<file path="src/inc/prx_map.svh">
// register offsets, field positions, reset values and timing counts
`ifndef PRX_MAP_SVH
`define PRX_MAP_SVH
`define PRX_CHIP_ADDR    7'h39
`define PRX_REG_ENABLE   8'h80
`define PRX_REG_PCFG0    8'h8e
`define PRX_REG_PCFG1    8'h8f
`define PRX_REG_STATUS   8'h9b
`define PRX_REG_RES_LO   8'h9c
`define PRX_REG_RES_HI   8'h9d
`define PRX_REG_CFG3     8'hab
`define PRX_REG_OFS_LO   8'hc0
`define PRX_REG_OFS_HI   8'hc1
`define PRX_EN_PON       0
`define PRX_EN_PEN       2
`define PRX_CFG3_SAI     4
`define PRX_ENABLE_RST   8'h00
`define PRX_PCFG0_RST    8'h8f
`define PRX_PCFG1_RST    8'h60
`define PRX_CFG3_RST     8'h04
`define PRX_CLK_MHZ      10
`define PRX_WAKE_NS      100000
`define PRX_READY_NS     1500000
`define PRX_GAP_NS       22000
`define PRX_POST_NS      78750
`define PRX_PLEN_BASE_NS 4000
`define PRX_WAKE_CYC     ((`PRX_WAKE_NS * `PRX_CLK_MHZ) / 1000)
`define PRX_GAP_CYC      ((`PRX_GAP_NS * `PRX_CLK_MHZ + 999) / 1000)
`define PRX_POST_CYC     ((`PRX_POST_NS * `PRX_CLK_MHZ + 999) / 1000)
`define PRX_PLEN_CYC     ((`PRX_PLEN_BASE_NS * `PRX_CLK_MHZ + 999) / 1000)
`endif

</file>
<file path="src/inc/prx_pkg.sv">
// types shared by the proximity core
package prx_pkg;
   typedef enum logic [1:0] {
      PW_SLEEP  = 2'b00,
      PW_WAKE   = 2'b01,
      PW_ACTIVE = 2'b11,
      PW_IDLE   = 2'b10
   } prx_pwr_e;

   typedef enum logic [2:0] {
      IC_IDLE  = 3'b000,
      IC_ADDR  = 3'b001,
      IC_ACK   = 3'b011,
      IC_WBYTE = 3'b010,
      IC_RBYTE = 3'b110,
      IC_MACK  = 3'b111
   } prx_i2c_e;

   typedef struct packed {
      logic       on;
      logic [4:0] drive;
      logic [1:0] gain;
      logic       osc_run;
   } prx_emit_s;

   typedef struct packed {
      prx_pwr_e    pst;
      logic [1:0]  seg;
      logic [11:0] tmr;
      logic [5:0]  pidx;
      logic [13:0] acc;
      logic [13:0] result;
      logic [5:0]  hi_shadow;
      logic        valid;
      logic        sai_hold;
      logic [7:0]  en;
      logic [7:0]  pcfg0;
      logic [7:0]  pcfg1;
      logic [7:0]  cfg3;
      logic [7:0]  ofs_lo;
      logic [7:0]  ofs_hi;
      prx_i2c_e    ist;
      logic        scl_p;
      logic        sda_p;
      logic [2:0]  bcnt;
      logic [7:0]  sh;
      logic [7:0]  ptr;
      logic        rw;
      logic        first;
      logic        drv;
      logic        sda_oe;
      logic [15:0] rdy_cnt;
      logic        ready;
   } prx_state_s;
endpackage

</file>
<file path="src/core/prx_core.sv">
// proximity sensor core: i2c slave, power sequencing, measurement burst
`timescale 1ns/1ps
`include "prx_map.svh"

module prx_core #(
   parameter int READY_CYC = (`PRX_READY_NS / 1000) * `PRX_CLK_MHZ
) (
   // clock and reset
   input  wire logic              clk,
   input  wire logic              srst,
   // i2c pins
   input  wire logic              scl_in,
   input  wire logic              sda_in,
   output wire logic              sda_out,
   output wire logic              sda_oe,
   // optical front end
   input  wire logic [7:0]        pd_sample,
   output prx_pkg::prx_emit_s     emit
);
   prx_pkg::prx_state_s s_q, s_d;

   function automatic logic [7:0] rd_byte(input prx_pkg::prx_state_s s, input logic [7:0] a);
      case (a)
         `PRX_REG_ENABLE: rd_byte = s.en;
         `PRX_REG_PCFG0:  rd_byte = s.pcfg0;
         `PRX_REG_PCFG1:  rd_byte = s.pcfg1;
         `PRX_REG_CFG3:   rd_byte = s.cfg3;
         `PRX_REG_OFS_LO: rd_byte = s.ofs_lo;
         `PRX_REG_OFS_HI: rd_byte = s.ofs_hi;
         `PRX_REG_STATUS: rd_byte = {4'h0, s.sai_hold, s.pst, s.valid};
         `PRX_REG_RES_LO: rd_byte = s.result[7:0];
         `PRX_REG_RES_HI: rd_byte = {2'h0, s.hi_shadow};
         default:         rd_byte = 8'h00;
      endcase
   endfunction

   ////////////////////////////////////////////////////////////////////////////
   always_comb begin
      logic        scl_r, scl_f, st, sp, wr, done;
      logic [7:0]  wd, rb;
      logic [11:0] plen;
      logic [16:0] gacc;
      logic [18:0] sub;
      s_d   = s_q;
      scl_r = scl_in & ~s_q.scl_p;
      scl_f = ~scl_in & s_q.scl_p;
      st    = scl_in & s_q.scl_p & s_q.sda_p & ~sda_in;
      sp    = scl_in & s_q.scl_p & ~s_q.sda_p & sda_in;
      wr    = 1'b0;
      done  = 1'b0;
      wd    = {s_q.sh[6:0], sda_in};
      rb    = rd_byte(s_q, s_q.ptr);
      plen  = 12'(`PRX_PLEN_CYC) << s_q.pcfg0[7:6];
      gacc  = 17'(s_q.acc) << s_q.pcfg1[7:6];
      sub   = {5'h00, s_q.acc} - 19'd0;
      s_d.scl_p = scl_in;
      s_d.sda_p = sda_in;
      // power-on ready window, addresses are not acknowledged before it
      if (!s_q.ready) begin
         s_d.rdy_cnt = s_q.rdy_cnt + 16'h0001;
         if (s_q.rdy_cnt == 16'(READY_CYC - 1)) s_d.ready = 1'b1;
      end
      // i2c slave
      case (s_q.ist)
         prx_pkg::IC_IDLE: ;
         prx_pkg::IC_ADDR: if (scl_r) begin
            s_d.sh   = wd;
            s_d.bcnt = s_q.bcnt + 3'h1;
            if (s_q.bcnt == 3'h7) begin
               if (s_q.ready && wd[7:1] == `PRX_CHIP_ADDR) begin
                  s_d.rw  = wd[0];
                  s_d.drv = 1'b0;
                  s_d.ist = prx_pkg::IC_ACK;
               end else begin
                  s_d.ist = prx_pkg::IC_IDLE;
               end
            end
         end
         prx_pkg::IC_ACK: if (scl_f) begin
            if (!s_q.drv) begin
               s_d.drv    = 1'b1;
               s_d.sda_oe = 1'b1;
            end else if (s_q.rw) begin
               s_d.drv    = 1'b0;
               s_d.sh     = rb;
               s_d.sda_oe = ~rb[7];
               s_d.ptr    = s_q.ptr + 8'h01;
               s_d.bcnt   = 3'h0;
               s_d.ist    = prx_pkg::IC_RBYTE;
               if (s_q.ptr == `PRX_REG_RES_LO) s_d.hi_shadow = s_q.result[13:8];
            end else begin
               s_d.drv    = 1'b0;
               s_d.sda_oe = 1'b0;
               s_d.bcnt   = 3'h0;
               s_d.ist    = prx_pkg::IC_WBYTE;
            end
         end
         prx_pkg::IC_WBYTE: if (scl_r) begin
            s_d.sh   = wd;
            s_d.bcnt = s_q.bcnt + 3'h1;
            if (s_q.bcnt == 3'h7) begin
               s_d.ist = prx_pkg::IC_ACK;
               if (s_q.first) begin
                  s_d.ptr   = wd;
                  s_d.first = 1'b0;
               end else begin
                  wr        = 1'b1;
                  s_d.ptr   = s_q.ptr + 8'h01;
               end
            end
         end
         prx_pkg::IC_RBYTE: begin
            if (scl_f) begin
               s_d.sh     = {s_q.sh[6:0], 1'b0};
               s_d.sda_oe = ~s_q.sh[6];
            end
            if (scl_r) begin
               s_d.bcnt = s_q.bcnt + 3'h1;
               if (s_q.bcnt == 3'h7) s_d.ist = prx_pkg::IC_MACK;
            end
         end
         prx_pkg::IC_MACK: begin
            if (scl_f) s_d.sda_oe = 1'b0;
            if (scl_r) begin
               // master ack continues the burst, nack waits for stop
               s_d.ist = sda_in ? prx_pkg::IC_IDLE : prx_pkg::IC_ACK;
               s_d.drv = 1'b1;
            end
         end
         default: s_d.ist = prx_pkg::IC_IDLE;
      endcase
      if (st) begin
         s_d.ist    = prx_pkg::IC_ADDR;
         s_d.bcnt   = 3'h0;
         s_d.first  = 1'b1;
         s_d.sda_oe = 1'b0;
      end
      if (sp) begin
         // pointer left untouched so the next read resumes here
         s_d.ist    = prx_pkg::IC_IDLE;
         s_d.sda_oe = 1'b0;
      end
      // register writes
      if (wr) begin
         case (s_q.ptr)
            `PRX_REG_ENABLE: begin
               s_d.en       = wd;
               s_d.sai_hold = 1'b0;
            end
            `PRX_REG_PCFG0:  s_d.pcfg0  = wd;
            `PRX_REG_PCFG1:  s_d.pcfg1  = wd;
            `PRX_REG_CFG3:   s_d.cfg3   = wd;
            `PRX_REG_OFS_LO: s_d.ofs_lo = wd;
            `PRX_REG_OFS_HI: s_d.ofs_hi = wd;
            default: ;
         endcase
      end
      // offset is 9-bit two's complement; positive lowers the result
      sub = {2'b00, gacc} - {{11{s_q.ofs_hi[0]}}, s_q.ofs_lo};
      // power and measurement sequencer; counters move in wake and active, and a pon clear
      // only stops them once the i2c slave is idle; oscillator approximated by the system clock
      case (s_q.pst)
         prx_pkg::PW_SLEEP: if (s_q.en[`PRX_EN_PON] && !s_q.sai_hold) begin
            if (s_q.en[`PRX_EN_PEN]) begin
               s_d.pst = prx_pkg::PW_WAKE;
               s_d.tmr = 12'(`PRX_WAKE_CYC - 1);
            end else begin
               s_d.pst = prx_pkg::PW_IDLE;
            end
         end
         prx_pkg::PW_WAKE: begin
            s_d.tmr = s_q.tmr - 12'h001;
            if (s_q.tmr == 12'h000) begin
               s_d.pst  = prx_pkg::PW_ACTIVE;
               s_d.seg  = 2'd0;
               s_d.tmr  = 12'(7 * plen - 1);
               s_d.pidx = 6'h00;
               s_d.acc  = 14'h0000;
            end
         end
         prx_pkg::PW_IDLE: if (s_q.en[`PRX_EN_PEN]) begin
            s_d.pst  = prx_pkg::PW_ACTIVE;
            s_d.seg  = 2'd0;
            s_d.tmr  = 12'(7 * plen - 1);
            s_d.pidx = 6'h00;
            s_d.acc  = 14'h0000;
         end
         prx_pkg::PW_ACTIVE: begin
            s_d.tmr = s_q.tmr - 12'h001;
            if (s_q.tmr == 12'h000) begin
               case (s_q.seg)
                  2'd0: begin
                     s_d.seg = 2'd1;
                     s_d.tmr = 12'(2 * plen - 1);
                  end
                  2'd1: begin
                     s_d.acc = s_q.acc + 14'(pd_sample);
                     s_d.seg = 2'd2;
                     s_d.tmr = 12'(`PRX_GAP_CYC - 1);
                  end
                  2'd2: begin
                     s_d.pidx = s_q.pidx + 6'h01;
                     s_d.seg  = (s_q.pidx == s_q.pcfg0[5:0]) ? 2'd3 : 2'd1;
                     s_d.tmr  = (s_q.pidx == s_q.pcfg0[5:0]) ?
                                12'(`PRX_POST_CYC - 1) : 12'(2 * plen - 1);
                  end
                  default: done = 1'b1;
               endcase
            end
         end
         default: s_d.pst = prx_pkg::PW_SLEEP;
      endcase
      if (done) begin
         // whole word at once; high byte reads come from the shadow
         s_d.result = sub[18] ? 14'h0000 : (|sub[17:14] ? 14'h3fff : sub[13:0]);
         s_d.valid  = 1'b1;
         if (s_q.cfg3[`PRX_CFG3_SAI]) begin
            s_d.pst      = prx_pkg::PW_SLEEP;
            s_d.sai_hold = 1'b1;
         end else begin
            s_d.pst = prx_pkg::PW_IDLE;
         end
      end
      if (!s_q.en[`PRX_EN_PON] && s_q.ist == prx_pkg::IC_IDLE)
         s_d.pst = prx_pkg::PW_SLEEP;
      if (srst) begin
         s_d       = '0;
         s_d.pst   = prx_pkg::PW_SLEEP;
         s_d.ist   = prx_pkg::IC_IDLE;
         s_d.scl_p = 1'b1;
         s_d.sda_p = 1'b1;
         s_d.en    = `PRX_ENABLE_RST;
         s_d.pcfg0 = `PRX_PCFG0_RST;
         s_d.pcfg1 = `PRX_PCFG1_RST;
         s_d.cfg3  = `PRX_CFG3_RST;
      end
   end

   always_ff @(posedge clk) begin
      s_q <= s_d;
   end

   assign sda_out       = 1'b0;
   assign sda_oe        = s_q.sda_oe;
   // one driver for the whole struct, members never assigned apart
   assign emit          = '{on:      (s_q.pst == prx_pkg::PW_ACTIVE) && (s_q.seg == 2'd1),
                            drive:   s_q.pcfg1[4:0],
                            gain:    s_q.pcfg1[7:6],
                            osc_run: s_q.en[`PRX_EN_PON]};

   ////////////////////////////////////////////////////////////////////////////
   logic [17:0] act_cnt_q;
   logic [17:0] act_exp;
   logic [11:0] plen_a;
   assign plen_a  = 12'(`PRX_PLEN_CYC) << s_q.pcfg0[7:6];
   assign act_exp = 18'(7 * plen_a + (s_q.pcfg0[5:0] + 1) * (2 * plen_a + `PRX_GAP_CYC)
                    + `PRX_POST_CYC);
   always_ff @(posedge clk) begin
      act_cnt_q <= (srst || s_q.pst != prx_pkg::PW_ACTIVE) ? 18'h00000 : act_cnt_q + 18'h00001;
   end

   // wake length kept in a counter, a delay range this long is too costly
   logic [10:0] wake_cnt_q;
   always_ff @(posedge clk) begin
      wake_cnt_q <= (srst || s_q.pst != prx_pkg::PW_WAKE) ? 11'h000 : wake_cnt_q + 11'h001;
   end
endmodule

</file>
<file path="config.mk">
export PLATFORM = sky130hd
export DESIGN_NAME = prx_core
export DESIGN_NICKNAME = d
export VERILOG_FILES = /design/src/inc/prx_pkg.sv /design/src/core/prx_core.sv
export VERILOG_INCLUDE_DIRS = /design/src /design/src/inc
export SDC_FILE = /design/constraint.sdc
export NUM_CORES = 1
export LEC_CHECK = 0
export BUFFER_PORTS_ARGS = -buffer_cell sky130_fd_sc_hd__buf_2
export CELL_PAD_IN_SITES_DETAIL_PLACEMENT = 1
export CELL_PAD_IN_SITES_GLOBAL_PLACEMENT = 1
export CORE_AREA = 2 2 166 168
export DETAILED_ROUTE_END_ITERATION = 10
export DIE_AREA = 0 0 168 170
export PLACE_DENSITY = 0.69
export SLEW_MARGIN = 0
export SYNTH_ARGS = -nofsm -noshare
export SYNTH_HDL_FRONTEND = slang
export SYNTH_SLANG_ARGS = --single-unit
</file>
<file path="constraint.sdc">
create_clock -name clk -period 8.2 [get_ports clk]
set_input_delay 1.23 -clock clk [delete_from_list [all_inputs] [get_ports clk]]
set_output_delay 1.23 -clock clk [all_outputs]
set_load 0.1 [all_outputs]
</file>
Word level (Yosys, flattened, before mapping)
Index checks and enable logic that the tools add are counted.
W data, S select, Z words.
{"block": "op_classes", "add_sub_neg": 9, "n_mul": 1, "n_eq_ne": 57, "shift": 2, "n_mux": 79, "bitwise": 14, "reduce_logical": 46}
{"operator": "$eq A8 B8 Y1 const B", "n": 9}
{"operator": "$mux W36", "n": 2}
{"operator": "$pmux W8 S9", "n": 1}
{"operator": "$mux W8", "n": 8}
{"operator": "$pmux W20 S3", "n": 1}
{"operator": "$mux W19", "n": 3}
{"operator": "$mux W49", "n": 1}
{"operator": "$pmux W12 S4", "n": 1}
{"operator": "$pmux W11 S4", "n": 1}
{"operator": "$mux W14", "n": 3}
{"operator": "$pmux W14 S3", "n": 1}
{"operator": "$ne A2 B2 Y1 const B", "n": 19}
{"operator": "$mux W12", "n": 3}
{"operator": "$ne A3 B3 Y1 const B", "n": 12}
{"operator": "$sub A12 B1 Y12 const B", "n": 3}
{"operator": "$mux W34", "n": 1}
{"operator": "$mux W3", "n": 11}
{"operator": "$mux W1", "n": 23}
{"operator": "$reduce_and A10 Y1", "n": 2}
{"operator": "$reduce_and A5 Y1", "n": 4}
{"operator": "$sub A18 B9 Y19", "n": 1}
{"operator": "$mux W2", "n": 9}
{"operator": "$pmux W3 S6", "n": 1}
{"operator": "$reduce_and A6 Y1", "n": 3}
{"operator": "42 further kinds", "n": 85}
{"block": "totals", "regBits": 150, "inputBits": 12, "out_inout_bits": 11, "elab_cells": 236}

Logic depth before layout (Yosys ltp)
{"block": "depth", "ltp_word": 7, "ltp_mapped": 15, "mapped_depth_nobuf": 12}

Worst setup path after synthesis
No wires, ideal clock.
{"block": "synth_path", "path_kind": "reg-to-reg", "start": "register s_q, in the netlist emit[1]", "end": "register s_q[105] (netlist bit)", "setup_ps": 124, "arrival_time_ps": 3652, "t_required_ps": 8076, "slack_ps": 4423, "path_stages_with_launch": 16, "n_path_buf": 4, "period_less_slack_ps": 3777, "cell_sequence": "dfxtp_1 clkbuf_1 buf_1 clkbuf_1 a211oi_1 a21oi_1 ha_1 a21o_1 or3_1 o211a_1 a211o_1 a21oi_1 xnor2_1 buf_2 nor4_1 o21ai_1"}
{"block": "synth_via", "elab_chain_cells": 5}
{"item": "from (decl)", "line_no": "prx_core.sv:20", "text": "prx_pkg::prx_state_s s_q, s_d;"}
{"item": "from (signal assigned)", "line_no": "prx_core.sv:240", "text": "s_q <= s_d;"}
{"item": "$shl A14 B2 Y17 (*)", "line_no": "prx_core.sv:54", "text": "gacc = 17'(s_q.acc) << s_q.pcfg1[7:6];"}
{"item": "$sub A18 B9 Y19 (*)", "line_no": "prx_core.sv:159", "text": "sub = {2'b00, gacc} - {{11{s_q.ofs_hi[0]}}, s_q.ofs_lo};"}
{"item": "$reduce_or A4 Y1", "line_no": "prx_core.sv:215", "text": "s_d.result = sub[18] ? 14'h0000 : (|sub[17:14] ? 14'h3fff : sub[13:0]);"}
{"item": "$mux W14", "line_no": "prx_core.sv:215"}
{"item": "$mux W14 (*)", "line_no": "prx_core.sv:215"}
Mark *: on every way between the ends. The rest lies on a longest branch, timed or not.
A chain may end at the register's enable or synchronous reset.

Worst setup path after layout
{"block": "layout_path", "start": "register s_q, in the netlist emit[1]", "end": "register s_q[106] (netlist bit)"}
Same word-level chain as after synthesis.

==> results.py <==
metrics = {
    "drt": {
        "drtPass1Iterations": 7,
        "via_count": 8473,
        "routed_wl_um": 27590,
        "routedWlPerCell_um": 18.62,
        "via_per_inst": 5.717,
        "drt_iter0_drc": 636,
        "drc": 0,
        "drt.antenna.violating_nets": 0,
    },
    "layout": {
        "layout_commonest_cell": "dfxtp_1",
        "layout.nets": 1190,
        "post-route-util_pct": 37.69,
        "layout_common_cells": "150 x dfxtp_1, 138 x nand2_1, 119 x nor2_1",
        "n_antenna_cell": 0,
        "areaGrowthSynthToFinish_pct": 9.016,
        "drive_gt1_share_pct": 7.187,
    },
    "clock_tree": {
        "insertion_delay_ns": 0.44,
        "clk_pin_slew_ns": 0.07,
        "cts-root-buf": "clkbuf_16",
        "clock_sinks": 150,
        "post_cts_buffers": 0,
        "postCtsHoldBufs": 0,
        "cts_tree": "built",
        "cts_resized": 0,
        "cts_buffers": 17,
        "htree_num_levels": 4,
        "cts.path.max_buffers": 2,
    },
    "placed_design": {
        "routabilityCongestion": 0.8871,
        "io_buffers": 21,
        "dp_hpwl_um": 19570,
    },
    "die": {
        "rows": 60,
        "core_region_area_sq_um": 26650,
        "die_h_um": 170,
        "num_io_pins": 23,
        "die-area_sq_um": 28560,
        "initial_core_util_pct": 34.58,
        "die-width_um": 168,
    },
    "synthesis": {
        "yosysWarnings": 0,
        "ys_ff_latch": 150,
        "synthXorXnorAreaFrac_pct": 5.132,
        "synth_fp_nets": 1224,
        "synth.avg_cell_area_sq_um": 7.930,
        "syn-instance-count": 1162,
        "muxShareOfSynthArea_pct": 5.363,
        "synth_edf_count": 0,
        "synthArstFlopShare_pct": 0,
        "ys.flop_type": "dfxtp_1",
        "synth_cell_type_count": 73,
        "synth_top_family_by_area": "simple AND/OR/NAND/NOR gates",
        "synth_compound_area_share_pct": 18.41,
        "synthSimpleGateAreaFrac_pct": 26.30,
        "synth-adder-area-share_pct": 6.952,
        "synth_seq_area_share_pct": 32.59,
        "synth_area_sq_um": 9215,
    },
    "sta": {
        "finalHoldViolations": 0,
        "period_minus_slack_ns": 4.109,
        "slew_violations": 0,
        "clock.fmax_ghz": 0.2434,
        "rsz0062_at_grt": "false",
        "relSlewSlack_pct": 21.00,
        "fin_crit_sh_pct": 50.11,
        "clock_skew_ns": 0.01050,
        "setup-violations-final": 0,
        "worstMarginPinSlew_ns": 1.185,
        "timing.setup.tns_ns": 0,
    },
    "setup_path": {
        "cp-end-kind": "register",
        "worst-path-max-fanout": 24,
        "critPathRequiredTime_ns": 8.49,
        "r2r_start": "emit[1]",
        "criticalPathCategory": "register to register",
        "worstReg2RegEnd": "s_q[106]",
        "rrSetupSlack_ns": 4.09,
        "endpoint": "s_q[106]",
        "startpoint": "emit[1]",
        "rr_worst_depth": 12,
        "cp-start-kind": "register",
        "cp.arrival_ns": 4.40,
    },
    "global_routing": {
        "grt_pass1_vias": 8535,
        "grt_max_degree": 81,
        "grt_pass1_wl_um": 45670,
        "antenna_found_initial": 0,
        "overflow": 0,
        "track_usage_pct": 19.78,
    },
    "pwr": {
        "ir_worst_vdd_v": 0.0001424,
        "p_leak_nw": 3.781,
        "power.density_nw_per_um2": 160.5,
    },
    "job": {
        "drv_cap": 0,
    },
    "hold_path": {
        "hold_path.class": "register to register",
        "min_from": "s_q[112]",
    },
    "outcome": {
        "outcome": "finished clean",
    },
}
==> synthesized netlist by cell type, types with 7 or more instances <==
cell      number  area share (%)
nor2_1       119             4.8
nand2b_1      12            0.81
a211oi_1      12            0.98
or3_1          8            0.54
nor4b_1        7            0.67
a21oi_1      100             5.4
a21o_1         8            0.65
a222oi_1      10             1.1
and2_1         9            0.61
nand3b_1      13             1.1
nand3_1       55             3.0
clkbuf_1      58             2.4
xor2_1        21             2.0
nor2b_1       22             1.5
nand4_1       11            0.75
a221oi_1      14             1.3
xnor2_1       33             3.1
buf_4         10            0.81
mux2i_1       37             4.0
and3_1        15             1.0
ha_1          48             6.5
nor4_1        19             1.3
dfxtp_1      150              33
a22oi_1       18             1.5
o21ai_0       51             2.8
nor3_1        25             1.4
inv_1         35             1.4
nand2_1      138             5.6
==> how the worst min path moves through the flow <==
stage | to | cells past startpoint
6_report | s_q[112] | 2
3_3_place_gp | s_q[39] | 2
3_5_place_dp | s_q[101] | 2
5_1_grt | s_q[64] | 2
4_1_cts | s_q[101] | 2
2_1_floorplan | s_q[106] | 2
==> registers in the layout (all words and copies together), names as in the netlist <==
signal / flops
s_q: 141
sda_oe: 1
emit: 8
==> metal layers <==
layer | wire length (um) | global-route usage, % | vias to the layer above | share of wire, %
li1 | - | - | 4089 | -
met1 | 13240 | 26.06 | 4218 | 48
met2 | 12930 | 33.11 | 138 | 47
met3 | 914 | 3.279 | 28 | 3.3
met4 | 509 | 6.238 | 0 | 1.8
met5 | 0 | 0 | - | 0
==> power breakdown <==
part / switching (mW) / internal (mW)
Sequential: 0.00700 / 0.731
Combinational: 0.0286 / 0.0123
Clock: 0.369 / 0.464
==> critical path: stages (launching register included) <==
cell,delay [ns]
dfxtp_1,0.98
nor2b_1,0.10
a211oi_1,0.24
a21oi_1,0.07
ha_1,0.37
a21o_1,0.20
or3_1,0.33
o211a_1,0.25
a211o_1,0.36
a21oi_1,0.20
xnor2_1,0.33
nor4_1,0.40
o21ai_0,0.13
==> kinds of logic (layout without fill, tap and decap cells) <==
logic type | Yosys count | in the layout
other | 1 | 1
DFF | 150 | 150
adders and majority gates | 50 | 50
and+or+nand+nor | 485 | 485
AOI/OAI and AO/OA | 265 | 265
xor gates and xnor gates | 54 | 54
muxes | 43 | 43
buffers and inverters | 114 | 93
==> metrics by stage <==
step | instance area [sq um] | power, mW | instances | hold WS (ns) | setup slack (ns)
finish | 10050 | 1.613 | 1482 | 0.4563 | 4.091
global placement | 9438 | 0.7951 | 1450 | 0.4401 | 4.260
CTS | 10050 | 1.625 | 1482 | 0.4639 | 4.036
detailed placement | 9438 | 0.7960 | 1450 | 0.4489 | 4.134
global route | 10050 | 1.658 | 1482 | 0.4754 | 3.621
floorplan | 9215 | 0.7820 | 1162 | 0.4240 | 4.423
==> area by class of cell <==
class	count	area (sq um)
Multi-Input combinational cell	898	5732
Timing Repair Buffer	26	145.1
Inverter	35	131.4
Tap cell	341	426.7
Fill cell	3194	16600
Clock inverter	15	182.7
Clock buffer	17	425.4
Sequential cell	150	3003
Note: power is estimated with default switching activity, not from simulation.
